[src/logic/dsr_pkg.sv]
// Package with command codes, timing constants and bundles for the DRAM command model
package dsr_pkg;
    localparam int CLK_PERIOD_NS      = 50;
    localparam int T_NONREAD_PS       = 127500;  // Self refresh exit to non-read command
    localparam int EXIT_NONREAD_CYC   = (T_NONREAD_PS + CLK_PERIOD_NS * 1000 - 1) / (CLK_PERIOD_NS * 1000);
    localparam int EXIT_READ_LINKCYC  = 200;     // Link clock cycles with enable high before a read
    localparam int T_RAS_MIN_NS       = 40;
    localparam int RAS_MIN_CYC        = (T_RAS_MIN_NS + CLK_PERIOD_NS - 1) / CLK_PERIOD_NS;
    localparam int T_RP_NS            = 20;
    localparam int RP_CYC             = (T_RP_NS + CLK_PERIOD_NS - 1) / CLK_PERIOD_NS;
    localparam int NBANK              = 4;
    localparam int AP_BIT             = 10;      // Auto precharge address bit
    localparam int ROW_W              = 14;
    localparam int COL_W              = 10;
    localparam int DATA_W             = 8;
    localparam int MEM_DEPTH          = 64;      // Small model array per device
    localparam int MEM_AW             = 6;
    localparam int CNT_W              = 9;
    localparam logic [2:0] BL_DEFAULT = 3'h4;
    localparam logic [1:0] BL_MASK    = 2'h3;

    // Decoded command, ras/cas/we encoding
    typedef enum logic [2:0] {
        DSR_CMD_LMR  = 3'b000,
        DSR_CMD_AR   = 3'b001,
        DSR_CMD_PRE  = 3'b010,
        DSR_CMD_ACT  = 3'b011,
        DSR_CMD_WR   = 3'b100,
        DSR_CMD_RD   = 3'b101,
        DSR_CMD_BST  = 3'b110,
        DSR_CMD_NOP  = 3'b111
    } dsr_cmd_e;

    typedef enum logic [1:0] {
        DSR_ST_ACTIVE = 2'b00,
        DSR_ST_SELF   = 2'b01,
        DSR_ST_EXIT   = 2'b10
    } dsr_state_e;

    // Command pins as one bundle
    typedef struct packed {
        logic              cs_n;
        logic              ras_n;
        logic              cas_n;
        logic              we_n;
        logic [1:0]        bank;
        logic [ROW_W-1:0]  addr;
    } dsr_cmd_s;

    // Status seen by the outside world
    typedef struct packed {
        logic              in_self_refresh;
        logic              read_allowed;
        logic              nonread_allowed;
        logic [NBANK-1:0]  bank_open;
        logic [NBANK-1:0]  bank_precharging;
    } dsr_status_s;
endpackage : dsr_pkg
[src/logic/dsr_core.sv]
// DRAM command decoder with self refresh tracking, banks and burst data path
`timescale 1ns/1ns
`default_nettype none

module dsr_core #(
    parameter int NONREAD_CYC = dsr_pkg::EXIT_NONREAD_CYC,
    parameter int READ_LINKCYC = dsr_pkg::EXIT_READ_LINKCYC
) (
    input  wire logic                         clk_sys,
    input  wire logic                         reset,
    input  wire logic                         link_clk,
    input  wire logic                         clk_enable,
    input  wire dsr_pkg::dsr_cmd_s            cmd_pins,
    input  wire logic [dsr_pkg::DATA_W-1:0]   wr_data,
    output logic [dsr_pkg::DATA_W-1:0]        rd_data,
    output logic                              rd_valid,
    output logic                              cmd_violation,
    output dsr_pkg::dsr_status_s              status
);
    // Two-stage synchronisers for all pin inputs
    logic             lclk_s1, lclk_s2, lclk_d;
    logic             cke_s1, cke_s2;
    dsr_pkg::dsr_cmd_s cmd_s1, cmd_s2;
    logic [dsr_pkg::DATA_W-1:0] wd_s1, wd_s2;
    always_ff @(posedge clk_sys) begin
        lclk_s1 <= link_clk;
        lclk_s2 <= lclk_s1;
        lclk_d  <= lclk_s2;
        cke_s1  <= clk_enable;
        cke_s2  <= cke_s1;
        cmd_s1  <= cmd_pins;
        cmd_s2  <= cmd_s1;
        wd_s1   <= wr_data;
        wd_s2   <= wd_s1;
    end

    // Command decode on each rising link clock edge
    wire logic              link_rise = lclk_s2 & ~lclk_d;
    wire dsr_pkg::dsr_cmd_e cmd_code  = cmd_s2.cs_n ? dsr_pkg::DSR_CMD_NOP
                                        : dsr_pkg::dsr_cmd_e'({cmd_s2.ras_n, cmd_s2.cas_n, cmd_s2.we_n});
    wire logic              cmd_take  = link_rise & cke_s2;
    wire logic              is_nop    = cmd_code == dsr_pkg::DSR_CMD_NOP;
    wire logic              is_rd     = cmd_code == dsr_pkg::DSR_CMD_RD;
    wire logic              is_wr     = cmd_code == dsr_pkg::DSR_CMD_WR;
    wire logic              is_act    = cmd_code == dsr_pkg::DSR_CMD_ACT;
    wire logic              is_pre    = cmd_code == dsr_pkg::DSR_CMD_PRE;
    wire logic              is_ar     = cmd_code == dsr_pkg::DSR_CMD_AR;
    wire logic              ap_high   = cmd_s2.addr[dsr_pkg::AP_BIT];
    wire logic [1:0]        bank_sel  = cmd_s2.bank;

    // Self refresh entry is an auto refresh seen on a rising link edge with enable low
    dsr_pkg::dsr_state_e  state;
    logic [dsr_pkg::CNT_W-1:0] exit_cnt, link_cnt;
    logic [dsr_pkg::NBANK-1:0] bank_open;
    wire logic sr_request = link_rise & ~cke_s2 & is_ar & state == dsr_pkg::DSR_ST_ACTIVE;
    wire logic sr_enter   = sr_request & ~|bank_open;  // Refused while any row is open
    wire logic nonread_ok = exit_cnt >= dsr_pkg::CNT_W'(NONREAD_CYC);
    wire logic read_ok    = link_cnt >= dsr_pkg::CNT_W'(READ_LINKCYC);
    wire logic in_exit    = state == dsr_pkg::DSR_ST_EXIT;
    wire logic early_cmd  = cmd_take & in_exit & ~is_nop & (is_rd ? ~read_ok : ~nonread_ok);

    // Self refresh state and exit counters
    always_ff @(posedge clk_sys) begin
        if (reset) begin
            state    <= dsr_pkg::DSR_ST_ACTIVE;
            exit_cnt <= '0;
            link_cnt <= '0;
        end else begin
            case (state)
                dsr_pkg::DSR_ST_ACTIVE: if (sr_enter) state <= dsr_pkg::DSR_ST_SELF;
                dsr_pkg::DSR_ST_SELF: begin
                    exit_cnt <= '0;
                    link_cnt <= '0;
                    if (cke_s2) state <= dsr_pkg::DSR_ST_EXIT;
                end
                dsr_pkg::DSR_ST_EXIT: begin
                    if (!nonread_ok) exit_cnt <= exit_cnt + 1'b1;
                    if (link_rise && cke_s2 && !read_ok) link_cnt <= link_cnt + 1'b1;
                    if (nonread_ok && read_ok) state <= dsr_pkg::DSR_ST_ACTIVE;
                end
                default: state <= dsr_pkg::DSR_ST_ACTIVE;
            endcase
        end
    end

    // Per-bank row timers: open flag, active-time count, auto precharge and precharge period
    logic [dsr_pkg::NBANK-1:0] ap_pend, prech;
    logic [3:0]                ras_cnt [dsr_pkg::NBANK];
    logic [3:0]                rp_cnt  [dsr_pkg::NBANK];
    logic [dsr_pkg::NBANK-1:0] pre_hit;
    always_comb begin
        for (int b = 0; b < dsr_pkg::NBANK; b++) begin
            pre_hit[b] = cmd_take & is_pre & (ap_high | bank_sel == 2'(b));
        end
    end
    wire logic [dsr_pkg::NBANK-1:0] ras_met_v;
    for (genvar g = 0; g < dsr_pkg::NBANK; g++) begin : g_ras
        assign ras_met_v[g] = ras_cnt[g] >= 4'(dsr_pkg::RAS_MIN_CYC);
    end

    always_ff @(posedge clk_sys) begin
        if (reset) begin
            bank_open <= '0;
            ap_pend   <= '0;
            prech     <= '0;
            for (int b = 0; b < dsr_pkg::NBANK; b++) begin
                ras_cnt[b] <= '0;
                rp_cnt[b]  <= '0;
            end
        end else begin
            for (int b = 0; b < dsr_pkg::NBANK; b++) begin
                if (cmd_take && is_act && bank_sel == 2'(b)) begin
                    bank_open[b] <= 1'b1;
                    ras_cnt[b]   <= '0;
                end else if (bank_open[b] && !ras_met_v[b]) begin
                    ras_cnt[b] <= ras_cnt[b] + 1'b1;
                end
                // Internal precharge waits for the active-time minimum
                if ((ap_pend[b] && ras_met_v[b]) || pre_hit[b]) begin
                    ap_pend[b]   <= 1'b0;
                    bank_open[b] <= 1'b0;
                    prech[b]     <= bank_open[b];
                    rp_cnt[b]    <= '0;
                end else if (prech[b]) begin
                    rp_cnt[b] <= rp_cnt[b] + 1'b1;
                    if (rp_cnt[b] + 1'b1 >= 4'(dsr_pkg::RP_CYC)) prech[b] <= 1'b0;
                end
                // A new auto precharge request wins over a clear in the same cycle
                if (cmd_take && (is_rd || is_wr) && ap_high && bank_sel == 2'(b)) ap_pend[b] <= 1'b1;
            end
        end
    end

    // Burst engine: column sequence wraps inside the burst, sequential order
    logic [dsr_pkg::DATA_W-1:0] mem [dsr_pkg::MEM_DEPTH];
    logic [dsr_pkg::MEM_AW-1:0] base_col;
    logic [1:0]                 beat;
    logic [2:0]                 left;
    logic                       burst_wr;
    wire logic [dsr_pkg::MEM_AW-1:0] cur_col = {base_col[dsr_pkg::MEM_AW-1:2],
                                               base_col[1:0] + beat & dsr_pkg::BL_MASK};
    wire logic start_burst = cmd_take & (is_rd | is_wr) & ~early_cmd & state != dsr_pkg::DSR_ST_SELF;

    always_ff @(posedge clk_sys) begin
        if (reset) begin
            base_col <= '0;
            beat     <= '0;
            left     <= '0;
            burst_wr <= 1'b0;
            rd_valid <= 1'b0;
            rd_data  <= '0;
        end else begin
            rd_valid <= 1'b0;
            if (start_burst) begin
                base_col <= cmd_s2.addr[dsr_pkg::MEM_AW-1:0];
                beat     <= '0;
                left     <= dsr_pkg::BL_DEFAULT;
                burst_wr <= is_wr;
            end else if (left != 3'h0 && link_rise) begin
                if (burst_wr) mem[cur_col] <= wd_s2;
                else begin
                    rd_data  <= mem[cur_col];
                    rd_valid <= 1'b1;
                end
                beat <= beat + 1'b1;
                left <= left - 1'b1;
            end
        end
    end

    // Violation flag and status outputs, all registered
    always_ff @(posedge clk_sys) begin
        if (reset) begin
            cmd_violation <= 1'b0;
            status        <= '0;
        end else begin
            cmd_violation <= early_cmd | (sr_request & |bank_open);
            status        <= '{in_self_refresh: state == dsr_pkg::DSR_ST_SELF,
                               read_allowed: state == dsr_pkg::DSR_ST_ACTIVE | (in_exit & read_ok),
                               nonread_allowed: state == dsr_pkg::DSR_ST_ACTIVE | (in_exit & nonread_ok),
                               bank_open: bank_open, bank_precharging: prech};
        end
    end

    // Checks
    AST_PRE_ALL_CLOSES: assert property (@(posedge clk_sys) disable iff (reset)
        cmd_take && is_pre && ap_high |=> bank_open == '0) else $error("precharge all left a bank open");
    AST_NOP_NO_BURST: assert property (@(posedge clk_sys) disable iff (reset)
        cmd_take && is_nop |=> $stable(left) || left == $past(left) - 3'h1) else $error("nop started a burst");
    AST_AP_WAITS_RAS: assert property (@(posedge clk_sys) disable iff (reset)
        $fell(bank_open[0]) && $past(ap_pend[0]) |-> $past(ras_met_v[0])) else $error("auto precharge too early");
    AST_RP_LENGTH: assert property (@(posedge clk_sys) disable iff (reset)
        $rose(prech[0]) |-> prech[0][*1] ##1 !prech[0]) else $error("precharge period wrong");
    AST_BANK_IGNORED: assert property (@(posedge clk_sys) disable iff (reset)
        cmd_take && is_pre && ap_high && bank_sel != 2'h0 && !(cmd_take && is_act) |=> !bank_open[0])
        else $error("bank address not ignored");
    AST_EXIT_NONREAD: assert property (@(posedge clk_sys) disable iff (reset)
        $rose(in_exit) |-> !nonread_ok [*3]) else $error("nonread delay too short");
    AST_READ_GATED: assert property (@(posedge clk_sys) disable iff (reset)
        in_exit && !read_ok && cmd_take && is_rd |=> cmd_violation) else $error("early read not flagged");
    AST_BURST_COL: assert property (@(posedge clk_sys) disable iff (reset)
        start_burst |=> cur_col == $past(cmd_s2.addr[dsr_pkg::MEM_AW-1:0])) else $error("burst start column");
    AST_WR_STORE: assert property (@(posedge clk_sys) disable iff (reset)
        burst_wr && left != 3'h0 && link_rise && !start_burst |=> mem[$past(cur_col)] == $past(wd_s2))
        else $error("write beat not stored");
    COV_SELF_REFRESH: cover property (@(posedge clk_sys) sr_enter);
    COV_EXIT_DONE: cover property (@(posedge clk_sys) $fell(in_exit));
    COV_READ_BURST: cover property (@(posedge clk_sys) rd_valid [*1] ##1 1'b1);
    COV_AUTO_PRE: cover property (@(posedge clk_sys) $fell(ap_pend[0]));
endmodule : dsr_core

`default_nettype wire

[config.mk]
export PLATFORM = sky130hd
export DESIGN_NAME = dsr_core
export DESIGN_NICKNAME = d
export VERILOG_FILES = /design/src/logic/dsr_pkg.sv /design/src/logic/dsr_core.sv
export SDC_FILE = /design/constraint.sdc
export NUM_CORES = 1
export LEC_CHECK = 0
export ABC_AREA = 1
export BUFFER_PORTS_ARGS = -buffer_cell sky130_fd_sc_hd__buf_4
export CELL_PAD_IN_SITES_DETAIL_PLACEMENT = 0
export CELL_PAD_IN_SITES_GLOBAL_PLACEMENT = 1
export CORE_UTILIZATION = 45
export DETAILED_ROUTE_END_ITERATION = 7
export PLACE_DENSITY_LB_ADDON = 0.1
export SKIP_LAST_GASP = 1
export SYNTH_ARGS = -nofsm -noshare
export SYNTH_HDL_FRONTEND = slang
export SYNTH_SLANG_ARGS = --single-unit
[constraint.sdc]
create_clock -name clk_sys -period 2.4 [get_ports clk_sys]
set_input_delay 0.36 -clock clk_sys [delete_from_list [all_inputs] [get_ports clk_sys]]
set_output_delay 0.36 -clock clk_sys [all_outputs]
set_load 0.01 [all_outputs]
# After elaboration in Yosys (flattened, before gate mapping)
# Memories as Yosys holds them, arrays and structs flattened. A register that Yosys moved wholly into a read port is not among the register bits.
# Cells that the tools add are included.
# Widths: inputs -> output; s select.
[op_classes]
addsub = 13
magnitude_cmp = 10
n_eq_ne = 17
mux = 112
bitwise_logic = 53
n_reduce_logical = 54
[ops]
columns = ["operator", "count"]
rows = [
  ["$mux 1", 85],
  ["$mux 4", 16],
  ["$pmux 9 s2", 2],
  ["$add 4x1->4 const B", 8],
  ["$ge 4x1->1 const B", 8],
  ["$or 1x1->1", 24],
  ["$logic_and 1x1->1", 23],
  ["$and 1x1->1", 20],
  ["$add 9x1->9 const B", 2],
  ["$mux 9", 2],
  ["$reduce_bool 2->1", 6],
  ["$reduce_or 2->1", 5],
  ["$eq 3x3->1 const B", 3],
  ["$ge 9x2->1 const B", 1],
  ["$ge 9x8->1 const B", 1],
  ["$mux 3", 3],
  ["$not 1->1", 9],
  ["$eq 2x2->1 const B", 3],
  ["$eq 3x2->1 const B", 2],
  ["$logic_not 1->1", 6],
  ["$mux 2", 3],
  ["$ne 2x1->1 const B", 3],
  ["$ne 2x2->1 const B", 3],
  ["$pmux 2 s3", 1],
  ["other kinds (12)", 20],
]
[totals]
reg_bits = 112
ram_bits = 544
inputBits = 32
output_inout_bits = 21
elab_cells = 305
mem_count = 3
[mem_list]
columns = ["memory", "depth", "width", "read_ports", "rd_ports_with_merged_regs", "wr", "line_no", "source"]
rows = [
  ["mem", 64, 8, 1, 1, 1, "dsr_core.sv:135", "logic [dsr_pkg::DATA_W-1:0] mem [dsr_pkg::MEM_DEPTH];"],
  ["ras_cnt", 4, 4, 4, 0, 4, "dsr_core.sv:88", "logic [3:0] ras_cnt [dsr_pkg::NBANK];"],
  ["rp_cnt", 4, 4, 4, 0, 4, "dsr_core.sv:89", "logic [3:0] rp_cnt [dsr_pkg::NBANK];"],
]

# Logic depth before layout (Yosys ltp)
[logic_depth]
depth_word = 12
ltp_mapped = 18
depth_no_buf = 15

# Least setup slack after synthesis
# No wires, ideal clock.
[synth_timing]
path_type = "reg2reg"
startpoint = "reg exit_cnt[0] in the netlist's numbering"
endpoint = "mem mem[30][0] in the netlist's numbering, enable pin"
setup_ns = 0.370
arrival_time_ns = 1.971
required_time_ns = 2.030
slack_ns = 0.059
path_stages_with_launch = 13
path_buffers = 0
period_less_slack_ns = 2.341
path_cell_list = "dfxtp_1 > ha_1 > nor2_1 > nand3_1 > o21ai_1 > nand3_2 > nand2_4 > inv_4 > nor2_8 > nand3_4 > nor2_8 > nand2_4 > nor2_1"
[synth_via]
elab_chain_len = 10
[synth_rtl]
columns = ["element", "line_no", "source"]
rows = [
  ["from (decl)", "dsr_core.sv:53", "logic [dsr_pkg::CNT_W-1:0] exit_cnt, link_cnt;"],
  ["from (signal assigned)", "dsr_core.sv:77", "if (!nonread_ok) exit_cnt <= exit_cnt + 1'b1;"],
  ["$ge 9x2->1", "dsr_core.sv:57", "wire logic nonread_ok = exit_cnt >= dsr_pkg::CNT_W'(NONREAD_CYC);"],
  ["$not 1->1", "dsr_core.sv:60", "wire logic early_cmd = cmd_take & in_exit & ~is_nop & (is_rd ? ~read_ok : ~nonread_ok);"],
  ["$mux 1", "dsr_core.sv:60", ""],
  ["$and 1x1->1", "dsr_core.sv:60", ""],
  ["$not 1->1", "dsr_core.sv:142", "wire logic start_burst = cmd_take & (is_rd | is_wr) & ~early_cmd & state != dsr_pkg::DSR_ST_SELF;"],
  ["$and 1x1->1 (2 in series)", "dsr_core.sv:142", ""],
  ["$mux 1", "dsr_core.sv:154", "if (start_burst) begin"],
  ["$mux 1", "dsr_core.sv:145", "if (reset) begin"],
  ["$mux 1 (not written as such)", "dsr_core.sv:160", "if (burst_wr) mem[cur_col] <= wd_s2;"],
  ["to (decl)", "dsr_core.sv:135", ""],
]
# Every way passes these cells.

# Worst setup path in the final report
[layout_timing]
startpoint = "reg exit_cnt[1] in the netlist's numbering"
endpoint = "mem mem[31][6] in the netlist's numbering, enable pin"
# Same word-level chain as after synthesis.

==> impl_metrics.tcl <==
set metrics [dict create \
    fmax_ghz 0.4119 \
    rows 89 \
    crit_type "flop to flop" \
    synth_top_family_by_area "simple AND/OR/NAND/NOR gates" \
    worst_pin_slew_ns 0.6031 \
    diodes 0 \
    synthMuxAreaShare_pct 0.1100 \
    drive_gt1_share_pct 13.15 \
    multi_input_area_um2 8044 \
    setup.worst_path.end_class "flop" \
    violations "setup timing" \
    vias_per_cell 4.996 \
    synthXorXnorAreaFrac_pct 0.3851 \
    drv_slew 0 \
    setup_viol 75 \
    grt_usage_pct 22.33 \
    status "finished with violations" \
    p_leak_nw 13.35 \
    antenna_found_initial 0 \
    core_um2 59460 \
    grt_max_degree 96 \
    period_share_pct 101.2 \
    finClkSkew_ns 0.02013 \
    crit_path_cell_trace "buf_4, nand2_1, nand3_2, o21ai_2, nand3_2, nand2_4, inv_4, nor2_8, nand3_4, nor2_8, nand2_8, nor2_1, buf_4" \
    cp_slowest_cell "dfxtp_2" \
    synth_seq_cells 656 \
    synthCells 2672 \
    synthSimpleGateAreaFrac_pct 23.75 \
    syn_avg_cell_area_um2 10.21 \
    syn2layout_area_growth_pct 19.85 \
    synthAdderAreaFrac_pct 1.192 \
    fin_cells 3670 \
    io_pins 53 \
    seq_area_frac_synth_pct 68.07 \
    arrival_ns 2.73 \
    ys_warn_count 0 \
    cts_max_path_buffers 3 \
    grt_first_pass_wirelength_um 103100 \
    clock_latency_ns 0.62 \
    regArea_um2 18590 \
    cts_root_buffer "clkbuf_16" \
    port_buffers 45 \
    rsz0062_at_grt "true" \
    slew_headroom_pct 59.75 \
    gp_congestion 0.8289 \
    drc_errors 0 \
    vias 18340 \
    power_mw 24.87 \
    first_iter_violations 1230 \
    initial_core_util_pct 45.90 \
    cts_tree "done" \
    power.density_nw_per_um2 760.2 \
    die-area_um2 61640 \
    min_path_type "input port to flop" \
    crit_required_ns 2.70 \
    ant_nets 0 \
    worstPathMaxFanout 8 \
    whs_ns 0.08185 \
    synth_ff_type "edfxtp_1" \
    synth-compound-area-share_pct 2.879 \
    synthArstFlopShare_pct 0 \
    hold_violations 0 \
    post-dp-hpwl_um 41420 \
    numCtsBuffers 72 \
    synthDistinctLibCells 45 \
    totalWireLength_um 68040 \
    htree_levels 3 \
    ir_drop_v 0.0005577 \
    die_w_um 248.3 \
    worst_slack_ns -0.02787 \
    max-cap-violations 0 \
    grt.overflow.total 0 \
    netlist_area_um2 27290 \
    nNetsFinal 2895 \
    drtPass1Iterations 5 \
    fillers 5129 \
    first_global_vias 18150 \
    synth-edff-count 544 \
    die_height_um 248.3 \
    cts.sinks 656 \
    cpPeakStageDelay_ns 0.33 \
    worst_setup_path_start_kind "flop" \
    wl_per_cell_um 18.54 \
    cts.clk_slew.worst_paths_ns 0.06 \
    min_period_ns 2.428 \
    dp.cells 3504 \
]
==> worst paths after layout <==
path / start / to / slack [ns] / cells past startpoint
worst min register to register: cmd_s1[0] / cmd_s2[0] / 0.32 / 0
worst min-delay path: reset / rd_valid / 0.08 / 2
worst max register to register: exit_cnt[1] / mem[31][6] / -0.03 / 13
worst max-delay path: exit_cnt[1] / mem[31][6] / -0.03 / 13
==> power by group <==
part	switching (mW)	total [mW]	internal (mW)	leakage (nW)
registers	0.0501	12.4	12.4	5.85
clock network	4.43	11.4	6.95	1.21
logic	0.701	1.04	0.341	6.29
total	5.18	24.9	19.7	13.4
==> through the flow <==
| stage | utilization, % | TNS, ns | worst slack, ns | area (µm²) |
|---|---|---|---|---|
| final | 55.01 | -0.7125 | -0.02787 | 32710 |
| after global routing | 55.01 | -47.21 | -0.1535 | 32710 |
| after CTS | 53.99 | -0.2274 | -0.01465 | 32100 |
| after detailed placement | 49.42 | 0 | 0.008675 | 29390 |
| after global placement | 49.42 | 0 | 0.001456 | 29390 |
| after floorplan | - | 0 | 0.05873 | 27300 |
==> area by class of cell <==
type / count / share of cell area (%)
Clock buffer: 99 / 6.361
Clock inverter: 35 / 1.205
Inverter: 110 / 1.293
Multi-Input combinational cell: 1790 / 24.59
Sequential cell: 656 / 56.84
Tap cell: 773 / 2.957
Timing Repair Buffer: 207 / 6.755
==> layout by cell type (no fill, tap or decap), types with 23 or more instances in the layout <==
master,Yosys,layout
buf_4,3,114
a21boi_0,30,30
o21ai_0,26,26
o21ai_1,27,26
nor2_4,2,25
nor2_1,158,124
dfxtp_1,112,100
inv_1,100,99
nand2_1,1279,1279
buf_12,0,26
edfxtp_1,544,544
clkbuf_16,0,82
dlygate4sd3_1,0,23
ha_1,26,24
nand3_1,120,118
buf_6,2,36
==> cells in the mapped netlist (4+ instances only) <==
cell type     n  area, µm²
a211oi_1      6      45.04
a21boi_0     30      225.2
a21oi_1      22      110.1
a32o_1        4      40.04
buf_1         5      18.77
buf_2        76      380.4
clkbuf_1     33      123.9
clkinv_1      4      15.01
dfxtp_1     112       2242
edfxtp_1    544      16340
ha_1         26      325.3
inv_1       100      375.4
inv_2         5      18.77
nand2_1    1279       4801
nand2_4       9      101.4
nand3_1     120      600.6
nand3b_1      5      37.54
nand4_1       5      31.28
nor2_1      158      593.1
nor3_1       17      85.08
nor3b_1       4      30.03
o21a_1        8      60.06
o21ai_0      26      130.1
o21ai_1      27      135.1
xnor2_1       8      70.07
xor2_1        4      35.03
==> worst max-delay path: cells and delay by family, from the launching register on <==
family,cells,cell delay (ns)
compound gates,1,0.16
buf+inv,3,0.37
flops,1,0.33
simple gates,9,1.25
==> registers in the layout, indices dropped and copies added (netlist names), 3 cells and up <==
register / flops
base_col: 6
status: 11
cmd_s2: 10
link_cnt: 9
left: 3
ras_cnt: 16
bank_open: 4
prech: 4
exit_cnt: 9
rp_cnt: 16
rd_data: 8
wd_s2: 8
ap_pend: 4
mem: 512
wd_s1: 8
cmd_s1: 13
==> cell families after synthesis <==
kind of cell,count (synthesis)
buffers and inverters,229
XOR/XNOR,12
other,1
AND/OR/NAND/NOR,1617
adder cells (fa/ha/maj),26
AO/OA/AOI/OAI,128
multiplexers,3
flip-flops,656
==> layer usage <==
layer	part of all wire (%)	up-vias	routed length (µm)	track usage, %
li1	-	9115	-	-
met5	0	-	0	0
met2	48	384	32400	36.45
met3	4.6	111	3112	3.749
met4	2.3	0	1573	6.779
met1	46	8726	30960	30.54
==> what timing repair did <==
| action | 4_1_cts | 5_1_grt |
|---|---|---|
| setup buffers | 0 | 5 |
| hold endpoints to repair | 23 | 0 |
| setup endpoints to repair | 14 | 520 |
| pin swaps | 0 | 10 |
| resized for setup | 1 | 111 |
| hold buffers | 23 | 0 |
| cloned | 0 | 4 |
Power figures use the tool's default switching activity.
